**src/common/out_clk_pkg.sv**
```systemverilog
// shared constants and types for the output clock divider chain
package out_clk_pkg;
    // =====================================================
    // output format codes
    localparam logic [3:0] FMT_DISABLED = 4'h0;
    localparam logic [3:0] FMT_LVDS = 4'h1;
    localparam logic [3:0] FMT_PROG_DIFF = 4'h2;
    localparam logic [3:0] FMT_HCSL = 4'h3;
    localparam logic [3:0] FMT_HSTL = 4'h4;
    localparam logic [3:0] FMT_CMOS_P_ONLY = 4'h5;
    localparam logic [3:0] FMT_CMOS_IN_PHASE = 4'h6;
    localparam logic [3:0] FMT_CMOS_INVERTED = 4'h7;
    // =====================================================
    // field widths and reset values
    localparam int MS_W = 7;
    localparam int LS_W = 24;
    localparam int DC_W = 8;
    localparam int PH_W = 4;
    localparam logic [3:0] FIXED_LVDS_SWING = 4'h0;
    localparam logic [LS_W-1:0] LS_RESET = 24'h000000;
    localparam logic [MS_W-1:0] MS_RESET = 7'h00;
    // =====================================================
    // driver mode
    typedef enum logic [4:0] {
        DRV_OFF = 5'b00001,
        DRV_LVDS = 5'b00010,
        DRV_DIFF = 5'b00100,
        DRV_HCSL = 5'b01000,
        DRV_SE = 5'b10000
    } drv_mode_t;
    typedef struct packed {
        logic [3:0] format_select;
        logic output_invert;
        logic [1:0] drive_strength;
        logic [3:0] diff_swing_setting;
        logic [3:0] common_mode_setting;
    } out_cfg_t;
    typedef struct packed {
        drv_mode_t mode;
        logic low_power;
        logic [1:0] drive_strength;
        logic [3:0] swing;
        logic [3:0] common_mode;
    } drv_ctl_t;
endpackage : out_clk_pkg

```
**src/rtl/ms_divider.sv**
```systemverilog
// medium-speed divider with 50% duty on even ratios, used as an enable generator
`timescale 1ns/1ps
module ms_divider #(
    parameter int W = 7
) (
    input wire logic clk,
    input wire logic rst_n,
    input wire logic clr,
    input wire logic en,
    input wire logic [W-1:0] div_value,
    output logic tick,
    output logic half_tick,
    output logic level
);
    // =====================================================
    // counter
    logic [W-1:0] cnt_reg;
    logic [W:0] ratio;
    assign ratio = {1'b0, div_value} + {{W{1'b0}}, 1'b1};
    always_ff @(posedge clk) begin
        if (!rst_n || clr) begin
            cnt_reg <= '0;
        end else if (en && cnt_reg >= div_value) begin
            cnt_reg <= '0;
        end else if (en) begin
            // holding between enables keeps the ratio in source periods, not in clk cycles
            cnt_reg <= cnt_reg + {{(W-1){1'b0}}, 1'b1};
        end
    end
    // rising at count 0, falling at half the ratio; odd ratios lose half a cycle of
    // accuracy here because the chain runs on one edge only
    assign tick = (cnt_reg == '0);
    assign half_tick = ({1'b0, cnt_reg} == (ratio >> 1));
    always_ff @(posedge clk) begin
        if (!rst_n || clr) begin
            level <= 1'b0;
        end else if (en && cnt_reg >= div_value) begin
            level <= 1'b1;
        end else if (en && ({1'b0, cnt_reg} + {{W{1'b0}}, 1'b1} == (ratio >> 1))) begin
            level <= 1'b0;
        end
    end
endmodule : ms_divider

```
**src/rtl/output_clock_divider_chain.sv**
```systemverilog
// per-output clock divider chain: source mux, dividers, duty, phase, format and align
// =====================================================
// Notes on behaviour
// - disabled format tri-states both pins and puts the driver in low power
// - format 0001 is fixed low-swing differential, 0010 programmable differential
// - in 0001 the swing setting is ignored, common mode still passes
// - invert bit flips the clock into the driver, a half-cycle shift
// - cmos and hstl pass one of four drive strengths
// - cmos negative pin is off, in phase or inverted per format code; dual mode does not invert it
// - each bank picks integer or fractional tap of either pll
// - medium divider of 7 bits then low divider of 24 bits in series
// - medium divider gives 50% duty on even ratios only; low divider gives 50% unless duty adjust is active
// - low divider usable only when medium value is nonzero; zero bypasses
// - dual mode: positive pin medium only, negative pin low divided by value plus one
// - duty adjust only with medium value above 0 and low value above 1
// - pulse width 0 gives 50%, else that many medium periods high
// - invert 0 makes the pulse high, invert 1 makes it low
// - duty adjust sits in the low divider; in dual mode only negative pin
// - phase offset counts whole source clock periods
// - rising align trigger resets both dividers of participating outputs
// - participating outputs from one tap rise together, offset by phase
`timescale 1ns/1ps
module output_clock_divider_chain
    import out_clk_pkg::*;
#(
    parameter int MSW = out_clk_pkg::MS_W,
    parameter int LSW = out_clk_pkg::LS_W,
    parameter int PHW = out_clk_pkg::PH_W
) (
    input wire logic clk,
    input wire logic rst_n,
    input wire logic [3:0] tap_enables,
    input wire logic [1:0] bank_source_mux,
    input wire logic divider_enable_mask,
    input wire out_clk_pkg::out_cfg_t out_cfg,
    input wire logic [MSW-1:0] medium_divide_value,
    input wire logic [LSW-1:0] low_divide_value,
    input wire logic low_divider_path_select,
    input wire logic neg_pin_low_divider_select,
    input wire logic [7:0] pulse_width_setting,
    input wire logic signed [PHW-1:0] phase_offset_setting,
    input wire logic align_participate,
    input wire logic pll1_align_trigger,
    input wire logic pll2_align_trigger,
    output logic positive_out_pin_o,
    output logic positive_out_pin_oe,
    output logic negative_out_pin_o,
    output logic negative_out_pin_oe,
    output out_clk_pkg::drv_ctl_t drv_ctl
);
    import out_clk_pkg::*;
    // =====================================================
    // source tap enable and alignment trigger
    logic src_en;
    logic trig_sel;
    logic [1:0] trig_sync_reg;
    logic trig_prev_reg;
    logic align_pulse;
    logic chain_clr;
    assign src_en = tap_enables[bank_source_mux];
    // bank_source_mux[1] picks the pll; the trigger arrives from another block, synced here
    assign trig_sel = bank_source_mux[1] ? pll2_align_trigger : pll1_align_trigger;
    always_ff @(posedge clk) begin
        if (!rst_n) begin
            trig_sync_reg <= 2'b00;
            trig_prev_reg <= 1'b0;
        end else begin
            trig_sync_reg <= {trig_sync_reg[0], trig_sel};
            trig_prev_reg <= trig_sync_reg[1];
        end
    end
    assign align_pulse = trig_sync_reg[1] && !trig_prev_reg && align_participate;
    assign chain_clr = align_pulse || !divider_enable_mask;
    // =====================================================
    // phase offset: hold the chain in reset for a number of source periods after align
    logic [PHW:0] hold_reg;
    logic holding;
    function automatic logic [PHW:0] hold_count(input logic signed [PHW-1:0] ph);
        logic [PHW:0] bias;
        bias = {1'b1, {PHW{1'b0}}} >> 1;
        hold_count = bias + {ph[PHW-1], ph};
    endfunction : hold_count
    always_ff @(posedge clk) begin
        if (!rst_n) begin
            hold_reg <= '0;
        end else if (chain_clr) begin
            // signed offset biased around mid-range so both advance and delay exist
            hold_reg <= hold_count(phase_offset_setting);
        end else if (src_en && hold_reg != '0) begin
            hold_reg <= hold_reg - {{PHW{1'b0}}, 1'b1};
        end
    end
    assign holding = (hold_reg != '0);
    // =====================================================
    // medium-speed divider
    logic ms_tick;
    logic ms_level;
    logic ms_clr;
    logic [MSW-1:0] ms_val;
    assign ms_clr = chain_clr || holding;
    assign ms_val = medium_divide_value;
    // the divider advances only on source enables, so one count equals one source period
    ms_divider #(
        .W(MSW)
    ) u_ms (
        .clk(clk),
        .rst_n(rst_n),
        .clr(ms_clr),
        .en(src_en),
        .div_value(ms_val),
        .tick(ms_tick),
        .half_tick(),
        .level(ms_level)
    );
    // =====================================================
    // low-speed divider with duty adjustment
    logic [LSW:0] ls_cnt_reg;
    logic [LSW:0] ls_ratio;
    logic ls_level_reg;
    logic duty_active;
    logic ms_rise_reg;
    logic ms_edge;
    assign ls_ratio = {1'b0, low_divide_value} + {{LSW{1'b0}}, 1'b1};
    // duty adjust needs both dividers engaged with enough low-speed cycles
    assign duty_active = (pulse_width_setting != 8'h00) && (ms_val != '0)
        && (low_divide_value > 24'h000001);
    always_ff @(posedge clk) begin
        if (!rst_n || ms_clr) begin
            ms_rise_reg <= 1'b0;
        end else begin
            ms_rise_reg <= ms_level;
        end
    end
    assign ms_edge = ms_level && !ms_rise_reg;
    always_ff @(posedge clk) begin
        if (!rst_n || ms_clr) begin
            ls_cnt_reg <= '0;
        end else if (ms_edge) begin
            if (ls_cnt_reg + {{LSW{1'b0}}, 1'b1} >= ls_ratio) begin
                ls_cnt_reg <= '0;
            end else begin
                ls_cnt_reg <= ls_cnt_reg + {{LSW{1'b0}}, 1'b1};
            end
        end
    end
    // low output toggles over whole medium periods; odd ratios split on medium halves
    always_ff @(posedge clk) begin
        if (!rst_n || ms_clr) begin
            ls_level_reg <= 1'b0;
        end else if (duty_active) begin
            ls_level_reg <= (ls_cnt_reg < {{(LSW-7){1'b0}}, pulse_width_setting});
        end else if (ls_ratio[0]) begin
            ls_level_reg <= (({ls_cnt_reg, ms_level}) < ls_ratio);
        end else begin
            ls_level_reg <= (ls_cnt_reg < (ls_ratio >> 1));
        end
    end
    // =====================================================
    // path selection, dual frequency and polarity
    logic pos_clk;
    logic neg_clk;
    logic ls_used;
    logic dual_mode;
    logic is_cmos;
    assign is_cmos = (out_cfg.format_select == FMT_CMOS_P_ONLY) || (out_cfg.format_select == FMT_CMOS_IN_PHASE)
        || (out_cfg.format_select == FMT_CMOS_INVERTED);
    assign ls_used = low_divider_path_select && (ms_val != '0);
    assign dual_mode = is_cmos && !low_divider_path_select && neg_pin_low_divider_select;
    // zero medium value passes the source enable straight through
    assign pos_clk = (ms_val == '0) ? src_en : (ls_used ? ls_level_reg : ms_level);
    assign neg_clk = dual_mode ? ls_level_reg : pos_clk;
    // =====================================================
    // output pins and driver control, all registered
    logic p_next;
    logic n_next;
    logic p_oe_next;
    logic n_oe_next;
    logic driving;
    assign driving = (out_cfg.format_select != FMT_DISABLED) && divider_enable_mask;
    always_comb begin
        p_next = pos_clk ^ out_cfg.output_invert;
        n_next = neg_clk ^ out_cfg.output_invert;
        p_oe_next = driving;
        n_oe_next = driving;
        case (out_cfg.format_select)
            FMT_CMOS_P_ONLY: begin
                n_oe_next = 1'b0;
            end
            FMT_CMOS_IN_PHASE: begin
                n_next = neg_clk ^ out_cfg.output_invert;
            end
            FMT_CMOS_INVERTED: begin
                n_next = dual_mode ? n_next : !n_next;
            end
            FMT_DISABLED: begin
                p_oe_next = 1'b0;
                n_oe_next = 1'b0;
            end
            default: begin
                n_next = !p_next;
            end
        endcase
    end
    always_ff @(posedge clk) begin
        if (!rst_n) begin
            positive_out_pin_o <= 1'b0;
            negative_out_pin_o <= 1'b0;
            positive_out_pin_oe <= 1'b0;
            negative_out_pin_oe <= 1'b0;
        end else begin
            positive_out_pin_o <= p_next;
            negative_out_pin_o <= n_next;
            positive_out_pin_oe <= p_oe_next;
            negative_out_pin_oe <= n_oe_next;
        end
    end
    always_ff @(posedge clk) begin
        if (!rst_n) begin
            drv_ctl <= '{mode: DRV_OFF, low_power: 1'b1, drive_strength: 2'b00, swing: 4'h0, common_mode: 4'h0};
        end else begin
            drv_ctl.low_power <= (out_cfg.format_select == FMT_DISABLED);
            drv_ctl.common_mode <= out_cfg.common_mode_setting;
            drv_ctl.swing <= (out_cfg.format_select == FMT_LVDS) ? FIXED_LVDS_SWING
                : out_cfg.diff_swing_setting;
            drv_ctl.drive_strength <= (is_cmos || out_cfg.format_select == FMT_HSTL)
                ? out_cfg.drive_strength : 2'b00;
            case (out_cfg.format_select)
                FMT_DISABLED: drv_ctl.mode <= DRV_OFF;
                FMT_LVDS: drv_ctl.mode <= DRV_LVDS;
                FMT_PROG_DIFF: drv_ctl.mode <= DRV_DIFF;
                FMT_HCSL: drv_ctl.mode <= DRV_HCSL;
                default: drv_ctl.mode <= DRV_SE;
            endcase
        end
    end
    // =====================================================
    // checks
    a_disabled_tristate: assert property (@(posedge clk) disable iff (!rst_n)
        (out_cfg.format_select == FMT_DISABLED) |=> !positive_out_pin_oe && !negative_out_pin_oe)
        else $error("disabled output still driven");
    a_lvds_fixed_swing: assert property (@(posedge clk) disable iff (!rst_n)
        (out_cfg.format_select == FMT_LVDS) |=> drv_ctl.swing == FIXED_LVDS_SWING)
        else $error("lvds swing not fixed");
    a_align_clears: assert property (@(posedge clk) disable iff (!rst_n)
        align_pulse |=> hold_reg == hold_count($past(phase_offset_setting)))
        else $error("align did not load phase hold");
    a_invert_output: assert property (@(posedge clk) disable iff (!rst_n)
        1'b1 |=> positive_out_pin_o == ($past(pos_clk) ^ $past(out_cfg.output_invert)))
        else $error("invert not applied");
    a_cmos_p_only: assert property (@(posedge clk) disable iff (!rst_n)
        (out_cfg.format_select == FMT_CMOS_P_ONLY) |=> !negative_out_pin_oe)
        else $error("negative pin driven in p-only mode");
    a_mode_decode: assert property (@(posedge clk) disable iff (!rst_n)
        (out_cfg.format_select == FMT_PROG_DIFF) |=> drv_ctl.mode == DRV_DIFF)
        else $error("programmable differential not decoded");
    a_ms_bypass: assert property (@(posedge clk) disable iff (!rst_n)
        (ms_val == '0) |-> pos_clk == src_en)
        else $error("zero medium value not bypassed");
    a_drive_strength: assert property (@(posedge clk) disable iff (!rst_n)
        (out_cfg.format_select == FMT_HSTL) |=> drv_ctl.drive_strength == $past(out_cfg.drive_strength))
        else $error("drive strength not passed");
    a_cmos_drive: assert property (@(posedge clk) disable iff (!rst_n)
        is_cmos |=> drv_ctl.drive_strength == $past(out_cfg.drive_strength))
        else $error("cmos drive strength not passed");
    a_prog_swing: assert property (@(posedge clk) disable iff (!rst_n)
        (out_cfg.format_select == FMT_PROG_DIFF) |=> drv_ctl.swing == $past(out_cfg.diff_swing_setting))
        else $error("programmable swing not passed");
    a_lvds_common: assert property (@(posedge clk) disable iff (!rst_n)
        (out_cfg.format_select == FMT_LVDS) |=> drv_ctl.common_mode == $past(out_cfg.common_mode_setting))
        else $error("lvds common mode not passed");
    a_low_power_off: assert property (@(posedge clk) disable iff (!rst_n)
        (out_cfg.format_select == FMT_DISABLED) |=> drv_ctl.low_power)
        else $error("disabled driver not in low power");
    a_mask_tristate: assert property (@(posedge clk) disable iff (!rst_n)
        !divider_enable_mask |=> !positive_out_pin_oe && !negative_out_pin_oe)
        else $error("output driven with divider mask clear");
    a_cmos_in_phase: assert property (@(posedge clk) disable iff (!rst_n)
        (out_cfg.format_select == FMT_CMOS_IN_PHASE && !dual_mode) |=> negative_out_pin_o == positive_out_pin_o)
        else $error("negative pin not in phase");
    a_cmos_inverted: assert property (@(posedge clk) disable iff (!rst_n)
        (out_cfg.format_select == FMT_CMOS_INVERTED && !dual_mode) |=> negative_out_pin_o != positive_out_pin_o)
        else $error("negative pin not inverted");
    a_dual_pos_medium: assert property (@(posedge clk) disable iff (!rst_n)
        (dual_mode && ms_val != '0) |-> pos_clk == ms_level)
        else $error("dual mode positive pin not from medium divider");
    a_ms_rise_tick: assert property (@(posedge clk) disable iff (!rst_n)
        $rose(ms_level) |-> ms_tick)
        else $error("medium clock rose away from count zero");
    a_clr_zeroes: assert property (@(posedge clk) disable iff (!rst_n)
        ms_clr |=> !ms_level && ls_cnt_reg == '0)
        else $error("dividers not cleared");
    a_align_single: assert property (@(posedge clk) disable iff (!rst_n)
        align_pulse |=> !align_pulse)
        else $error("align pulse longer than one cycle");
    a_pw_zero_half: assert property (@(posedge clk) disable iff (!rst_n)
        (pulse_width_setting == 8'h00) |-> !duty_active)
        else $error("duty adjust active with zero pulse width");
endmodule : output_clock_divider_chain

```
**config.mk**
```make
export PLATFORM = sky130hd
export DESIGN_NAME = output_clock_divider_chain
export DESIGN_NICKNAME = d
export VERILOG_FILES = /design/src/common/out_clk_pkg.sv /design/src/rtl/ms_divider.sv /design/src/rtl/output_clock_divider_chain.sv
export SDC_FILE = /design/constraint.sdc
export NUM_CORES = 1
export LEC_CHECK = 0
export ABC_AREA = 0
export BUFFER_PORTS_ARGS = -buffer_cell sky130_fd_sc_hd__buf_4
export CAP_MARGIN = 20
export CORE_MARGIN = 2
export CORE_UTILIZATION = 43
export DETAILED_ROUTE_END_ITERATION = 16
export SYNTH_ARGS = -nofsm -noshare
export SYNTH_HDL_FRONTEND = slang
export SYNTH_SLANG_ARGS = --single-unit
```
**constraint.sdc**
```tcl
create_clock -name clk -period 3.8 [get_ports clk]
set_clock_uncertainty 0.15 [all_clocks]
set_input_delay 0 -clock clk [delete_from_list [all_inputs] [get_ports clk]]
set_output_delay 0 -clock clk [all_outputs]
set_load 0.005 [all_outputs]
```
==> out/results.tsv <==
metric	value	unit
status	finished, final reports clean	
library cells used by synthesis	70	
Netlist Area Pre-Place	5264	um^2
final cell count without fillers	904	
Fmax	0.2796	GHz
routed len/inst	15.14	um
DRT iter0 DRCs	300	
RSZ-0062 raised after global routing	no	
die area	13140	um^2
drt first pass iters	4	
core box area	11960	um^2
critical-path cell list	nand4_1, nor2_1, buf_4, nand2_1, or2_2, nor2_1, and3_1, nand2b_1, nand2_1, ha_1, maj3_1, a21oi_2, o21ai_4, a2111oi_2, a221o_1	
detailed-route DRC error count	0	
final hold slack	0.04577	ns
Design Area, Final	6955	um^2
Detailed Route WL	13680	um
max reg flops	25	
Site Rows	40	
Multi-input gate area	3837	um^2
Final Setup Violations	0	
vias in the first global route	4798	
grt ovf	0	
DP Area	6211	um^2
initial antenna violation count	0	
# diodes	0	
xor/xnor share of the synthesized area	13.50	%
Slew headroom	60.32	%
number of vias per cell	5.449	
CTS root buf	clkbuf_16	
Tcrit/Tclk final	94.13	%
HPWL Detailed	10550	um
#FFs+latches synth	63	
fin. max-slew vios	0	
Worst-path clk slew	0.05	ns
share of cells above drive strength 1	21.00	%
CP Max Fanout	10	
Critical Path Start	ls_cnt_reg[3]$_SDFFE_PP0P_	
largest net degree at the start of global routing	26	
crit path time final	3.577	ns
Slew @ Worst Pin	0.5932	ns
power per cell area	275.0	nW/um^2
ys async rst share	0	%
most frequent cells in the layout	buf_4 (110), ha_1 (61), dfxtp_1 (57)	
CP Class	reg -> reg	
syn_area_per_cell	8.672	um^2
WP data required	3.93	ns
# fillers	1060	
Die Span Y	114.6	um
Area Overhead vs Synth	32.14	%
clock sink count	63	
Register Area	1269	um^2
Max stage delay cell, worst path	dfxtp_2	
syn nets	740	
sequential element share of the synthesized area	23.96	%
final hold vios	0	
placed cell count	849	
Post-synth EDFFs	0	
simple-gate share of the synthesized area	24.65	%
total chip power	1.913	mW
peak supply drop	290.2	uV
post-synthesis cell count	607	
global-route wire length before repair	22360	um
compound-gate portion of the synthesized area	17.52	%
pre-CTS setup slack	0.03908	ns
largest family of logic cells by synthesized area	simple AND/OR/NAND/NOR gates	
clock buffer depth	2	
gp weighted congestion	0.8749	
worst min path class	in -> reg	
final core utilization	58.15	%
proportion of synthesized area in mux cells	1.593	%
CP Capture Type	register	
Initial Utilization	44.01	%
Clock H-tree levels	3	
Worst Path Arrival	3.70	ns
Main synth FF type	dfxtp_1	
setup ws final	0.2231	ns
die width	114.6	um
vias post-DR	4926	
Hold Startpoint	align_participate	
max_cap viols	0	
yosys warns	0	
All-Layer GR Usage	21.20	%
Port Buf Inserts	91	
max incr delay on CP	0.42	ns
commonest non-fill, non-tap cell in the layout	buf_4	
TNS Setup	0	ns
Num CTS Buffers	9	
CTS tree	yes	
Ports	92	
LEAKAGE	3.244	nW
crit path launch type	register	
Adder-Cell Fraction of Synth Area	15.28	%
Post-DRT Antenna Nets	0	
worst skew pair latency	0.33	ns
Final nets	885	
worst flop-to-flop path startpoint	ls_cnt_reg[3]$_SDFFE_PP0P_	
[kinds of logic after synthesis]
kind of cell             after synthesis
flip-flops                            63
buffers and inverters                 45
AO/OA/AOI/OAI                        119
multiplexers                           7
AND/OR/NAND/NOR                      230
adder cells (fa/ha/maj)               65
XOR/XNOR                              78
[path summary, 6_finish.rpt]
kind / end / cells after the start / slack (ns)
worst min register to register: trig_sync_reg[1]$_SDFF_PN0_ / 1 / 0.29
worst max-delay path: ls_cnt_reg[10]$_SDFFE_PP0P_ / 15 / 0.22
worst max register to register: ls_cnt_reg[10]$_SDFFE_PP0P_ / 15 / 0.22
worst min-delay path: hold_reg[4]$_SDFFE_PN0P_ / 4 / 0.05
[cell type report]
cell class | instances | share of cell area [%]
inverters | 31 | 1.673
well taps | 147 | 2.644
flip-flops and latches | 63 | 18.24
repair buffers | 148 | 17.49
multi-input cells | 499 | 55.17
clock inverters | 5 | 1.151
clock buffers | 11 | 3.634
[per-layer routing]
layer	GRT usage, %	wire length (um)	vias to the layer above
met2	36.45	6519	125
met1	27.46	6426	2242
met4	8.049	217	0
met5	0	0	-
li1	-	-	2542
met3	1.959	521	17
[timing repair]
item / 4_1_cts / 5_1_grt
hold endpoints to repair: 28 / 0
hold buffers: 37 / 0
endpoints found under the setup margin: 0 / 25
buffers inserted: 0 / 2
gates resized for setup: 0 / 9
[report_power, final]
part           leakage, nW  internal (mW)  switching [mW]  total, mW
sequential           0.517          0.680         0.00940      0.689
clock                0.158          0.608           0.295      0.903
combinational         2.57          0.170           0.151      0.321
[critical path, delay by kind of cell, from the launching register on]
kind	cells	cell delay, ns
simple gates	8	1.36
compound gates	4	0.89
fa+ha+maj	2	0.57
flops	1	0.42
buf+inv	1	0.14
[synth_stat cells (3+ instances only)]
library cell	number	area share, %
nand3_1	27	2.6
nor4_1	17	2.0
nor2_1	39	2.8
mux2i_1	5	0.95
o21ai_0	10	0.95
nor4b_1	3	0.50
a21o_1	20	2.9
a31oi_1	4	0.48
buf_2	3	0.29
o211ai_1	3	0.43
o22ai_1	4	0.48
o211a_1	5	0.95
clkbuf_1	8	0.57
a221oi_1	6	1.0
nor4_2	3	0.71
nand4_1	17	2.0
o41ai_1	5	0.83
nor3_1	7	0.67
a22o_1	15	2.5
and2_1	14	1.7
maj3_1	3	0.57
nand2b_1	8	0.95
a211oi_1	5	0.71
xor2_1	34	5.7
ha_1	61	14
dfxtp_1	63	24
and3_1	12	1.4
xnor2_1	42	7.0
nand2_1	44	3.1
a21oi_1	19	1.8
inv_1	31	2.2
and4_1	6	1.0
nor2b_1	10	1.2
or3_1	6	0.71
No activity file was read; power rests on OpenSTA's default activity.
